$ cat src/hw/mon_pkg.sv
/*
 * shared constants for the hardware monitor: register indices, reset
 * values, field positions, fan timing and the temperature mode type.
 * assumes a 10 MHz aclk and 32-bit register words on AXI4-Lite.
 */
// Notes on behaviour
// - count reference ticks over one tach period
// - fan divisor 1/2/4/8, default 2
// - count equals 1.35e6 over rpm times divisor
// - separate divisor field per fan
// - setpoints are signed bytes, 1 C steps
// - default reading is 9-bit, half degree
// - extended mode may read 12-bit, sixteenth degree
// - hysteresis offset is 3-bit, 1 C steps
// - normal or extended, three modes; normal no alarm
// - normal repetitive re-fires above upper-release
// - normal one-time re-arms at upper-release
// - reset selects normal one-time mode
// - normal comparator follows upper setpoint, low ignored
// - extended flags clear by status or ext read
// - extended repetitive low/high re-fire within hysteresis
// - extended repetitive alarm until below crit minus hysteresis
// - extended one-time low re-arms above low plus hysteresis
// - extended one-time high re-arms at upper minus hysteresis
// - extended one-time alarm re-arms at crit minus hysteresis
// - extended comparator low releases above low plus hysteresis
// - extended comparator high and alarm release with hysteresis
// - intrusion input latches a status flag
// - two status, two mask regs, enable gates interrupt
// - alarm is temperature only, lives in ext reg
// - status read returns then clears flags
// - mask bit blocks interrupt, flag still records
// - fan flag when count exceeds its limit
package mon_pkg;

	// clock and fan reference timing
	localparam int CLK_HZ = 10_000_000;
	localparam int FAN_REF_HZ = 22_500;
	// divisor 2 counts at the reference rate, so the base tick is twice as fast
	localparam int FAN_TICK_CYC = CLK_HZ / (2 * FAN_REF_HZ);
	localparam int TICK_W = 12;
	localparam logic [7:0] FAN_CNT_MAX = 8'hff;

	// register indices; byte address is four times the index
	localparam int ADDR_W = 12;
	localparam logic [7:0] IDX_TEMP = 8'h27;
	localparam logic [7:0] IDX_FAN_A_CNT = 8'h28;
	localparam logic [7:0] IDX_FAN_B_CNT = 8'h29;
	localparam logic [7:0] IDX_HIGH = 8'h39;
	localparam logic [7:0] IDX_HIHYST = 8'h3a;
	localparam logic [7:0] IDX_FAN_A_LIM = 8'h3b;
	localparam logic [7:0] IDX_FAN_B_LIM = 8'h3c;
	localparam logic [7:0] IDX_CONFIG = 8'h40;
	localparam logic [7:0] IDX_STAT1 = 8'h41;
	localparam logic [7:0] IDX_STAT2 = 8'h42;
	localparam logic [7:0] IDX_MASK1 = 8'h43;
	localparam logic [7:0] IDX_MASK2 = 8'h44;
	localparam logic [7:0] IDX_FANDIV = 8'h47;
	localparam logic [7:0] IDX_TEMP_CFG = 8'h4b;
	localparam logic [7:0] IDX_EXT1 = 8'h4c;
	localparam logic [7:0] IDX_LOW = 8'h50;
	localparam logic [7:0] IDX_CRIT = 8'h51;
	localparam logic [7:0] IDX_HYST = 8'h52;

	// reset values and writable masks
	localparam logic [7:0] RST_ZERO = 8'h00;
	localparam logic [7:0] RST_CONFIG = 8'h08;
	localparam logic [7:0] CFG_WR_MASK = 8'h2f;
	localparam logic [7:0] RST_FANDIV = 8'h50;
	localparam logic [7:0] FANDIV_WR_MASK = 8'hf0;
	localparam logic [7:0] RST_TEMP_CFG = 8'h01;
	localparam logic [7:0] RST_EXT1 = 8'h44;
	localparam logic [7:0] RST_HI_SET = 8'h7f;
	localparam logic [7:0] RST_LO_SET = 8'h80;
	localparam logic [7:0] RST_FAN_LIM = 8'hff;

	// field positions
	localparam int CFG_START = 0;
	localparam int CFG_INT_EN = 1;
	localparam int CFG_INT_CLR = 3;
	localparam int ST1_TEMP = 4;
	localparam int ST1_FAN_A = 6;
	localparam int ST1_FAN_B = 7;
	localparam int ST2_INTR = 4;
	localparam int ST2_TLOW = 7;
	localparam int FDIV_A_LSB = 4;
	localparam int FDIV_B_LSB = 6;
	localparam int TCFG_EXT = 2;
	localparam int TCFG_RES12 = 3;

	// temperature data widths
	localparam int TEMP_W = 12;
	localparam int CMP_W = 14;

	// bus answers
	localparam logic [1:0] RESP_OKAY = 2'h0;
	localparam logic [1:0] RESP_SLVERR = 2'h2;

	typedef enum logic [1:0] {MODE_REPEAT, MODE_ONCE, MODE_COMPARE} temp_mode_t;

endpackage : mon_pkg

$ cat src/hw/fan_period_counter.sv
/*
 * one fan tachometer period counter with programmable divisor.
 * assumes tach is already synchronous to aclk.
 */
`timescale 1ns/100ps
module fan_period_counter (
	input wire logic aclk,
	input wire logic aresetn,
	input wire logic tach,
	input wire logic [1:0] div_code,
	output logic [7:0] count
);
	logic tach_q;
	logic [mon_pkg::TICK_W-1:0] pre;
	logic [7:0] run;
	logic [mon_pkg::TICK_W-1:0] pre_top;
	logic rise;
	logic tick;

	// divisor stretches the tick: code 0..3 gives 1,2,4,8
	assign pre_top = mon_pkg::TICK_W'((mon_pkg::FAN_TICK_CYC << div_code) - 1);
	assign rise = tach && !tach_q;
	assign tick = (pre == pre_top);

	always_ff @(posedge aclk) begin
		if (!aresetn) tach_q <= 1'b0;
		else tach_q <= tach;
	end

	// prescaler restarts on each rising tach edge so every period starts aligned
	always_ff @(posedge aclk) begin
		if (!aresetn || rise || tick) pre <= '0;
		else pre <= pre + 1'b1;
	end

	// period counter, held at full scale for a slow or stopped fan
	always_ff @(posedge aclk) begin
		if (!aresetn || rise) run <= mon_pkg::RST_ZERO;
		else if (tick && run != mon_pkg::FAN_CNT_MAX) run <= run + 1'b1;
	end

	// result taken per period; a stalled fan shows full scale without an edge
	always_ff @(posedge aclk) begin
		if (!aresetn) count <= mon_pkg::FAN_CNT_MAX;
		else if (rise) count <= run;
		else if (run == mon_pkg::FAN_CNT_MAX) count <= mon_pkg::FAN_CNT_MAX;
	end
endmodule : fan_period_counter

$ cat src/hw/temp_fan_limit_irq.sv
/*
 * hardware monitor digital side: fan period counters, temperature
 * limit comparison, status and mask registers, interrupt and alarm.
 * assumes an AXI4-Lite master, a converter giving a one-cycle
 * conv_done with 12-bit signed data in sixteenths of a degree.
 */
// Design decisions made here: the register addresses and register access over AXI4-Lite.
`timescale 1ns/100ps
module temp_fan_limit_irq (
	input wire logic aclk,
	input wire logic aresetn,
	input wire logic [mon_pkg::ADDR_W-1:0] awaddr,
	input wire logic awvalid,
	output logic awready,
	input wire logic [31:0] wdata,
	input wire logic [3:0] wstrb,
	input wire logic wvalid,
	output logic wready,
	output logic [1:0] bresp,
	output logic bvalid,
	input wire logic bready,
	input wire logic [mon_pkg::ADDR_W-1:0] araddr,
	input wire logic arvalid,
	output logic arready,
	output logic [31:0] rdata,
	output logic [1:0] rresp,
	output logic rvalid,
	input wire logic rready,
	input wire logic tach_input_a,
	input wire logic tach_input_b,
	input wire logic conv_done,
	input wire logic [mon_pkg::TEMP_W-1:0] conv_data,
	input wire logic intrusion_input,
	output logic int_n,
	output logic critical_temp_alarm_n
);
	typedef logic signed [mon_pkg::CMP_W-1:0] cmp_t;

	logic [7:0] cfg, stat1, stat2, mask1, mask2, fandiv, tcfg, ext1_ctl;
	logic [7:0] high_sp, upper_release_setpoint, low_sp, critical_temp_setpoint;
	logic [2:0] hysteresis_offset;
	logic [7:0] fan_a_lim, fan_b_lim, fan_a_cnt, fan_b_cnt;
	logic [mon_pkg::TEMP_W-1:0] temp_data;
	logic crit_flag, hi_reg, lo_reg, cr_reg;
	logic [7:0] next_stat1, next_stat2;
	logic next_crit, hi_next, lo_next, cr_next;
	logic wr_fire, wr_en, rd_fire, rd_ok;
	logic rd_stat1, rd_stat2, rd_ext1;
	logic [7:0] wr_idx, rd_idx;
	logic [31:0] rd_word;
	logic running, conv_fire, ext, cmp_mode;
	mon_pkg::temp_mode_t mode;
	cmp_t d, th, thh, tl, tc;
	logic hi_enter, hi_leave, lo_enter, lo_leave, cr_enter, cr_leave;

	// any register that the map holds
	function automatic logic mapped(input logic [mon_pkg::ADDR_W-1:0] a);
		logic [7:0] i;
		i = a[9:2];
		mapped = 1'b0;
		if (a[mon_pkg::ADDR_W-1:10] == '0) begin
			case (i)
				mon_pkg::IDX_TEMP, mon_pkg::IDX_FAN_A_CNT, mon_pkg::IDX_FAN_B_CNT,
				mon_pkg::IDX_HIGH, mon_pkg::IDX_HIHYST, mon_pkg::IDX_FAN_A_LIM,
				mon_pkg::IDX_FAN_B_LIM, mon_pkg::IDX_CONFIG, mon_pkg::IDX_STAT1,
				mon_pkg::IDX_STAT2, mon_pkg::IDX_MASK1, mon_pkg::IDX_MASK2,
				mon_pkg::IDX_FANDIV, mon_pkg::IDX_TEMP_CFG, mon_pkg::IDX_EXT1,
				mon_pkg::IDX_LOW, mon_pkg::IDX_CRIT, mon_pkg::IDX_HYST: mapped = 1'b1;
				default: mapped = 1'b0;
			endcase
		end
	endfunction : mapped

	// whole-degree setpoint widened to sixteenths, plus or minus the offset
	function automatic cmp_t to_cmp(input logic [7:0] sp, input logic [2:0] off,
			input logic sub);
		cmp_t base, hy;
		base = {{2{sp[7]}}, sp, 4'h0};
		hy = {7'h00, off, 4'h0};
		to_cmp = sub ? base - hy : base + hy;
	endfunction : to_cmp

	// region held from entry until the leave condition
	function automatic logic region(input logic enter, input logic leave,
			input logic prev);
		region = enter || (prev && !leave);
	endfunction : region

	// sticky flag: comparator follows the region, repetitive sets while in it, one-time sets on entry
	function automatic logic upd(input logic flag, input logic clr, input logic conv,
			input mon_pkg::temp_mode_t m, input logic enter, input logic prev,
			input logic nxt);
		logic set;
		case (m)
			mon_pkg::MODE_REPEAT: set = nxt;
			mon_pkg::MODE_ONCE: set = enter && !prev;
			default: set = nxt;
		endcase
		if (conv && m != mon_pkg::MODE_REPEAT && m != mon_pkg::MODE_ONCE) upd = nxt;
		else upd = (flag && !clr) || (conv && set);
	endfunction : upd

	// the two fans, each with its own divisor field
	fan_period_counter fan_a (
		.aclk(aclk),
		.aresetn(aresetn),
		.tach(tach_input_a),
		.div_code(fandiv[mon_pkg::FDIV_A_LSB +: 2]),
		.count(fan_a_cnt)
	);
	fan_period_counter fan_b (
		.aclk(aclk),
		.aresetn(aresetn),
		.tach(tach_input_b),
		.div_code(fandiv[mon_pkg::FDIV_B_LSB +: 2]),
		.count(fan_b_cnt)
	);

	// bus decode; both write channels are taken at the same edge
	assign wr_fire = awvalid && awready && wvalid && wready;
	assign wr_idx = awaddr[9:2];
	assign wr_en = wr_fire && wstrb[0] && mapped(awaddr);
	assign rd_fire = arvalid && arready;
	assign rd_idx = araddr[9:2];
	assign rd_ok = mapped(araddr);
	assign rd_stat1 = rd_fire && rd_ok && rd_idx == mon_pkg::IDX_STAT1;
	assign rd_stat2 = rd_fire && rd_ok && rd_idx == mon_pkg::IDX_STAT2;
	assign rd_ext1 = rd_fire && rd_ok && rd_idx == mon_pkg::IDX_EXT1;

	// write address and data ready pulse once both are offered
	always_ff @(posedge aclk) begin
		if (!aresetn) begin
			awready <= 1'b0;
			wready <= 1'b0;
		end else begin
			awready <= awvalid && wvalid && !awready && !bvalid;
			wready <= awvalid && wvalid && !awready && !bvalid;
		end
	end

	// write response; unmapped addresses answer with a slave error
	always_ff @(posedge aclk) begin
		if (!aresetn) begin
			bvalid <= 1'b0;
			bresp <= mon_pkg::RESP_OKAY;
		end else if (wr_fire) begin
			bvalid <= 1'b1;
			bresp <= mapped(awaddr) ? mon_pkg::RESP_OKAY : mon_pkg::RESP_SLVERR;
		end else if (bready) begin
			bvalid <= 1'b0;
		end
	end

	// read address ready pulses while no read data is pending
	always_ff @(posedge aclk) begin
		if (!aresetn) arready <= 1'b0;
		else arready <= arvalid && !arready && !rvalid;
	end

	// read data is captured at the address handshake
	always_ff @(posedge aclk) begin
		if (!aresetn) begin
			rvalid <= 1'b0;
			rdata <= '0;
			rresp <= mon_pkg::RESP_OKAY;
		end else if (rd_fire) begin
			rvalid <= 1'b1;
			rdata <= rd_word;
			rresp <= rd_ok ? mon_pkg::RESP_OKAY : mon_pkg::RESP_SLVERR;
		end else if (rready) begin
			rvalid <= 1'b0;
		end
	end

	// read mux; narrow registers sit in the low byte
	always_comb begin
		rd_word = '0;
		case (rd_idx)
			mon_pkg::IDX_TEMP: begin
				if (ext && tcfg[mon_pkg::TCFG_RES12])
					rd_word = {{20{temp_data[11]}}, temp_data};
				else
					rd_word = {{23{temp_data[11]}}, temp_data[11:3]};
			end
			mon_pkg::IDX_FAN_A_CNT: rd_word = {24'h000000, fan_a_cnt};
			mon_pkg::IDX_FAN_B_CNT: rd_word = {24'h000000, fan_b_cnt};
			mon_pkg::IDX_HIGH: rd_word = {24'h000000, high_sp};
			mon_pkg::IDX_HIHYST: rd_word = {24'h000000, upper_release_setpoint};
			mon_pkg::IDX_FAN_A_LIM: rd_word = {24'h000000, fan_a_lim};
			mon_pkg::IDX_FAN_B_LIM: rd_word = {24'h000000, fan_b_lim};
			mon_pkg::IDX_CONFIG: rd_word = {24'h000000, cfg};
			mon_pkg::IDX_STAT1: rd_word = {24'h000000, stat1};
			mon_pkg::IDX_STAT2: rd_word = {24'h000000, stat2};
			mon_pkg::IDX_MASK1: rd_word = {24'h000000, mask1};
			mon_pkg::IDX_MASK2: rd_word = {24'h000000, mask2};
			mon_pkg::IDX_FANDIV: rd_word = {24'h000000, fandiv};
			mon_pkg::IDX_TEMP_CFG: rd_word = {24'h000000, tcfg};
			mon_pkg::IDX_EXT1: rd_word = {24'h000000, ext1_ctl[7:1], crit_flag};
			mon_pkg::IDX_LOW: rd_word = {24'h000000, low_sp};
			mon_pkg::IDX_CRIT: rd_word = {24'h000000, critical_temp_setpoint};
			mon_pkg::IDX_HYST: rd_word = {29'h00000000, hysteresis_offset};
			default: rd_word = '0;
		endcase
		if (!rd_ok) rd_word = '0;
	end

	// software registers; self-clearing pulse bits are not kept
	always_ff @(posedge aclk) begin
		if (!aresetn) begin
			cfg <= mon_pkg::RST_CONFIG;
			mask1 <= mon_pkg::RST_ZERO;
			mask2 <= mon_pkg::RST_ZERO;
			fandiv <= mon_pkg::RST_FANDIV;
			tcfg <= mon_pkg::RST_TEMP_CFG;
			ext1_ctl <= mon_pkg::RST_EXT1;
		end else if (wr_en) begin
			case (wr_idx)
				mon_pkg::IDX_CONFIG: cfg <= wdata[7:0] & mon_pkg::CFG_WR_MASK;
				mon_pkg::IDX_MASK1: mask1 <= wdata[7:0];
				mon_pkg::IDX_MASK2: mask2 <= wdata[7:0];
				mon_pkg::IDX_FANDIV: fandiv <= wdata[7:0] & mon_pkg::FANDIV_WR_MASK;
				mon_pkg::IDX_TEMP_CFG: tcfg <= wdata[7:0];
				mon_pkg::IDX_EXT1: ext1_ctl <= wdata[7:0];
				default: cfg <= cfg;
			endcase
		end
	end

	// limits and setpoints
	always_ff @(posedge aclk) begin
		if (!aresetn) begin
			high_sp <= mon_pkg::RST_HI_SET;
			upper_release_setpoint <= mon_pkg::RST_HI_SET;
			low_sp <= mon_pkg::RST_LO_SET;
			critical_temp_setpoint <= mon_pkg::RST_HI_SET;
			hysteresis_offset <= mon_pkg::RST_ZERO[2:0];
			fan_a_lim <= mon_pkg::RST_FAN_LIM;
			fan_b_lim <= mon_pkg::RST_FAN_LIM;
		end else if (wr_en) begin
			case (wr_idx)
				mon_pkg::IDX_HIGH: high_sp <= wdata[7:0];
				mon_pkg::IDX_HIHYST: upper_release_setpoint <= wdata[7:0];
				mon_pkg::IDX_LOW: low_sp <= wdata[7:0];
				mon_pkg::IDX_CRIT: critical_temp_setpoint <= wdata[7:0];
				mon_pkg::IDX_HYST: hysteresis_offset <= wdata[2:0];
				mon_pkg::IDX_FAN_A_LIM: fan_a_lim <= wdata[7:0];
				mon_pkg::IDX_FAN_B_LIM: fan_b_lim <= wdata[7:0];
				default: high_sp <= high_sp;
			endcase
		end
	end

	// monitoring halts while stopped or while the interrupt clear is held
	assign running = cfg[mon_pkg::CFG_START] && !cfg[mon_pkg::CFG_INT_CLR];
	assign conv_fire = conv_done && running;
	assign ext = tcfg[mon_pkg::TCFG_EXT];
	assign mode = mon_pkg::temp_mode_t'(tcfg[1:0]);
	assign cmp_mode = (mode != mon_pkg::MODE_REPEAT) && (mode != mon_pkg::MODE_ONCE);
	assign d = {{2{conv_data[11]}}, conv_data};
	assign th = to_cmp(high_sp, 3'h0, 1'b0);
	assign thh = to_cmp(upper_release_setpoint, 3'h0, 1'b0);
	assign tl = to_cmp(low_sp, 3'h0, 1'b0);
	assign tc = to_cmp(critical_temp_setpoint, 3'h0, 1'b0);

	// entry and leave points of the high, low and critical regions
	always_comb begin
		hi_enter = d > th;
		if (ext) hi_leave = d <= to_cmp(high_sp, hysteresis_offset, 1'b1);
		else if (cmp_mode) hi_leave = d <= th;
		else hi_leave = d <= thh;
		lo_enter = ext && d <= tl;
		// comparator release taken at low plus hysteresis
		lo_leave = d > to_cmp(low_sp, hysteresis_offset, 1'b0);
		cr_enter = ext && d > tc;
		// comparator release taken at crit minus hysteresis
		cr_leave = d <= to_cmp(critical_temp_setpoint, hysteresis_offset, 1'b1);
		hi_next = region(hi_enter, hi_leave, hi_reg);
		lo_next = ext && region(lo_enter, lo_leave, lo_reg);
		cr_next = ext && region(cr_enter, cr_leave, cr_reg);
	end

	// region memory advances once per conversion
	always_ff @(posedge aclk) begin
		if (!aresetn) begin
			hi_reg <= 1'b0;
			lo_reg <= 1'b0;
			cr_reg <= 1'b0;
			temp_data <= '0;
		end else if (conv_fire) begin
			hi_reg <= hi_next;
			lo_reg <= lo_next;
			cr_reg <= cr_next;
			temp_data <= conv_data;
		end
	end

	// status flags: an event in the clearing cycle survives the read
	always_comb begin
		next_stat1 = mon_pkg::RST_ZERO;
		next_stat2 = mon_pkg::RST_ZERO;
		next_stat1[mon_pkg::ST1_TEMP] = upd(stat1[mon_pkg::ST1_TEMP], rd_stat1, conv_fire,
			mode, hi_enter, hi_reg, hi_next);
		next_stat1[mon_pkg::ST1_FAN_A] = (stat1[mon_pkg::ST1_FAN_A] && !rd_stat1)
			|| (conv_fire && fan_a_cnt > fan_a_lim);
		next_stat1[mon_pkg::ST1_FAN_B] = (stat1[mon_pkg::ST1_FAN_B] && !rd_stat1)
			|| (conv_fire && fan_b_cnt > fan_b_lim);
		next_stat2[mon_pkg::ST2_INTR] = (stat2[mon_pkg::ST2_INTR] && !rd_stat2)
			|| intrusion_input;
		next_stat2[mon_pkg::ST2_TLOW] = upd(stat2[mon_pkg::ST2_TLOW], rd_stat2, conv_fire,
			mode, lo_enter, lo_reg, lo_next);
		next_crit = upd(crit_flag, rd_ext1, conv_fire, mode, cr_enter, cr_reg,
			cr_next);
	end

	always_ff @(posedge aclk) begin
		if (!aresetn) begin
			stat1 <= mon_pkg::RST_ZERO;
			stat2 <= mon_pkg::RST_ZERO;
			crit_flag <= 1'b0;
		end else begin
			stat1 <= next_stat1;
			stat2 <= next_stat2;
			crit_flag <= next_crit;
		end
	end

	// outputs are registered; masked flags still sit in status
	always_ff @(posedge aclk) begin
		if (!aresetn) begin
			int_n <= 1'b1;
			critical_temp_alarm_n <= 1'b1;
		end else begin
			int_n <= !(cfg[mon_pkg::CFG_INT_EN] && !cfg[mon_pkg::CFG_INT_CLR]
				&& ((|(stat1 & ~mask1)) || (|(stat2 & ~mask2))));
			critical_temp_alarm_n <= !(crit_flag && ext);
		end
	end
endmodule : temp_fan_limit_irq

$ cat config.mk
export PLATFORM = sky130hd
export DESIGN_NAME = temp_fan_limit_irq
export DESIGN_NICKNAME = d
export VERILOG_FILES = /design/src/hw/mon_pkg.sv /design/src/hw/fan_period_counter.sv /design/src/hw/temp_fan_limit_irq.sv
export SDC_FILE = /design/constraint.sdc
export NUM_CORES = 1
export LEC_CHECK = 0
export BUFFER_PORTS_ARGS = -buffer_cell sky130_fd_sc_hd__buf_2
export CAP_MARGIN = 10
export CELL_PAD_IN_SITES_DETAIL_PLACEMENT = 0
export CELL_PAD_IN_SITES_GLOBAL_PLACEMENT = 1
export CORE_UTILIZATION = 49
export CTS_CLUSTER_DIAMETER = 40
export DETAILED_ROUTE_END_ITERATION = 10
export HOLD_SLACK_MARGIN = 0.06
export PLACE_DENSITY_LB_ADDON = 0.3
export SETUP_SLACK_MARGIN = 0.3
export SYNTH_ARGS = -nofsm -noshare
export SYNTH_HDL_FRONTEND = slang
export SYNTH_SLANG_ARGS = --single-unit
$ cat constraint.sdc
create_clock -name aclk -period 5.24 [get_ports aclk]
set_input_delay 1.048 -clock aclk [delete_from_list [all_inputs] [get_ports aclk]]
set_output_delay 1.048 -clock aclk [all_outputs]
set_load 0.05 [all_outputs]
==> run summary <==
The flow ran to the end, and the final reports show no timing, DRC or antenna violations. The final route contains 10500 vias. Post-CTS timing repair inserted 0 buffers for setup. The die covers 24500 um^2. The DRC marker count from the first detailed-route iteration was 1127.

The die outline width is 157 um, and the sequential element share of the synthesized area is 32.4%. The met3 usage was 4.43%; the hold-critical path depth was 1. The cell with the biggest individual delay on the critical path was sky130_fd_sc_hd__dfxtp_1. The power after layout was 3.07 mW. Area share of the largest cell type after synthesis: 32.4%. After the last flow step, the layout net total stands at 1625.

The routed via count divided by cell count was 5.94. The tools report the count of filler cells inserted in the layout as 2279. The remaining design rule violation count came out at 0. The most frequent cell on the critical path was sky130_fd_sc_hd__ha_1. Clock-pin slew was measured on the worst setup and hold paths at 0.07 ns.

Net switching is 25.5% of the power. The power dissipated by switching net loads came out at 783 uW. The logs give 4 for the H-tree depth and 0 for the number of antenna violations at the first check in global routing. The number of synthesized flops with an enable pin came out at 0. The clock reaches the later pin of the worst-skew pair after 0.44 ns. The number of hold buffers added after CTS was 0. The area growth from synthesis to layout works out to 9.32%. The number of antenna repair diodes came out at 0. Total count of hold-check failures in the final report: 0. The number of standard-cell rows in the floorplan was 56; the initial standard-cell utilization of the core was 49.9%. The logs give 9537 for the via count of the first global-routing pass and 0 for the total overflow reported by the global router. Cell area after synthesis: 11700 um^2. Global routing used 40.2% of the available met1 tracks. The logs give 54.6% for the final standard cell utilization of the core and 190 for the count of clock tree sinks. The tools report the largest net degree at the start of global routing as 48. In this run the tightest slew margin relative to its limit is 35.9%.

The minimum clock period was 3.38 ns; the count of different cell masters after synthesis was 92. Of the total power, registers draw 48.0%. After clock tree synthesis, the repair step resized 0 gates. The critical path is of the reg2reg type.

The die is 157 um tall. The tools report the clock tree root buffer cell as sky130_fd_sc_hd__clkbuf_16. The global routing usage on met2 was 46.6%.

The first-pass GRT wire length came out at 54500 um. The tools report the startpoint of the worst-slack reg-to-reg timing path as hysteresis_offset[1]. Before antenna repair, the detailed router went through 6 iterations. Final setup violation count: 0. The tools report the number of pins with negative max-slew slack in the final report as 0.

In this run the most used layer during global routing was met2. In the final layout, the share of cells above drive strength 1 is 11.1%. Across the whole layout, storage elements account for 3800 um^2. STA classifies the critical path startpoint as a flip-flop. The tools report the maximum VDD drop as 185 uV. The path with the worst hold slack has its endpoint at wready. The largest buffer count on any clock path came out at 2. The worst hold path startpoint is bvalid. The synthesized design contains 190 register bits. The tools report the minimum setup slack among reg-to-reg paths as 1.86 ns.

The worst hold path belongs to the class reg2reg. Clock skew on the completed layout was measured at 0.00940 ns. Global routing used 29.3% of the available tracks.

The critical path goes through inv_1 > ha_1 > nor2b_1 > o21ai_0 > nand2b_1 > nor3_1 > xnor2_1 > ha_1 > nand2_1 > or4_1 > o311ai_1 > a211o_1 > o211ai_2 > o32a_2. Setup repair after global routing left no endpoint under its margin. During I/O placement, the number of pins put on the boundary was 126. The mean instance size in the synthesized netlist was 8.34 um^2; the detail-routed net length per standard cell was 19.9 um. Wires add up to 35200 um. The largest stage delay on the critical path is 0.62 ns, and the power per standard cell area is 240 nW/um^2.

Final hold analysis gives a worst-case slack of 0.446 ns. In the synthesized netlist, the cells that appear most often are sky130_fd_sc_hd__dfxtp_1 (190), sky130_fd_sc_hd__nand2_1 (155), sky130_fd_sc_hd__nor2_1 (132). The total area inside the core boundary comes to 23500 um^2. The top achievable clock speed was 296 MHz; the slew at the pin closest to its max-slew limit was 0.958 ns.

The tools report the synthesis warning total as 0. The tools report the clock network fraction of design power as 43.4%. Setup TNS after final layout: 0 ns.

In the synthesized netlist the dominant register cell turns out to be sky130_fd_sc_hd__dfxtp_1. The final HPWL from detailed placement was 25800 um; the biggest fanout along the worst timing path was 7. TritonCTS built the clock tree.

The tool flagged a number of max-cap violations equal to 0. Yosys instantiated no cell more often than sky130_fd_sc_hd__dfxtp_1. Once detail routing completed, the nets flagged for antenna violations numbered 0. The congestion estimate from routability-driven global placement came to 0.923.

STA classifies the critical path endpoint as a flip-flop. In this run, CTS created clock tree buffers numbering 17. In this run the critical register-to-register path is captured at stat1[4].

The worst reg-to-reg path cell count came out at 14. The cell taking the most area after synthesis is sky130_fd_sc_hd__dfxtp_1. For the gate count of the mapped netlist, the log shows 1405. The leakage power total is 5.52 nW, and the async set-reset flop share out of synthesis is 0%.

The endpoint arrival time on the critical path was 3.70 ns; the final clock period utilization by the worst path was 64.4%. The combinational share of power is 8.6%. In the post-synthesis netlist, the biggest area contributors are sky130_fd_sc_hd__dfxtp_1 (32%), sky130_fd_sc_hd__ha_1 (11%), sky130_fd_sc_hd__mux2i_1 (6.6%). Number of I/O port buffers: 92. Summing all multi-input logic gate instances after layout gives 7190 um^2. The run gives 2.29 mW as the internal power component. The data required time of the worst path is 5.56 ns.
-- metrics by stage --
step	worst slack [ns]	area (um^2)	instances
finish	1.86	12800	1769
global route	1.61	12800	1769
CTS	1.88	12800	1769
detailed placement	1.91	12200	1737
global placement	1.90	12200	1737
floorplan	2.39	11700	1406
-- kinds of logic (layout without fill, tap and decap cells) --
group | count (synthesis) | in the layout | synth area share (%)
flip-flops | 190 | 190 | 32.4
XOR/XNOR | 66 | 66 | 4.93
AO/OA/AOI/OAI | 255 | 255 | 14.7
AND/OR/NAND/NOR | 541 | 541 | 23.3
adder cells (fa/ha/maj) | 105 | 105 | 11.4
other | 1 | 2 | 0.0320
buffers and inverters | 167 | 211 | 6.34
multiplexers | 80 | 80 | 6.86
-- per-layer routing --
metal	wire [um]	vias to the layer above	part of all wire, %
li1	-	5041	-
met1	16100	4965	46
met2	15700	438	45
met3	2430	71	6.9
met4	966	0	2.7
met5	0	-	0
-- critical path, delay by kind of cell (launching register included) --
kind,cells,cell delay (ns)
simple gates,5,1.07
buf+inv,1,0.14
compound gates,5,0.73
flops,1,0.62
fa+ha+maj,2,0.57
xor+xnor,1,0.12
-- power groups by stage --
stage	clock, mW	combinational [mW]	sequential (mW)
floorplan	0	0.161	1.51
finish	1.33	0.263	1.47
CTS	1.35	0.259	1.47
global route	1.42	0.286	1.48
detailed placement	0	0.257	1.51
global placement	0	0.255	1.51
-- cell type report --
type                            instances  share of cell area (%)
Clock buffer                           21                    3.67
Clock inverter                         11                   0.996
Inverter                               76                    2.23
Multi-Input combinational cell       1049                    56.1
Sequential cell                       190                    29.7
Tap cell                              319                    3.11
Timing Repair Buffer                  103                    4.24
-- layout by cell type (no fill, tap or decap), drive strengths merged, types with 31 or more instances in the layout --
cell    instances
a21oi          62
buf           103
dfxtp         190
ha            102
inv            80
mux2i          77
nand2         155
nand3          53
nand4          34
nor2          133
nor3           41
o211ai         41
o21ai          52
xnor2          35
xor2           31
-- how the worst max path moves through the flow --
stage / from / end / cells past startpoint
6_report: hysteresis_offset[1] / stat1[4] / 14
3_3_place_gp: araddr[2] / rdata[1] / 7
2_1_floorplan: hysteresis_offset[1] / stat1[4] / 14
3_5_place_dp: araddr[2] / rdata[1] / 7
5_1_grt: hysteresis_offset[0] / stat1[4] / 12
4_1_cts: hysteresis_offset[1] / stat1[4] / 14
No activity file was read; power rests on OpenSTA's default activity.
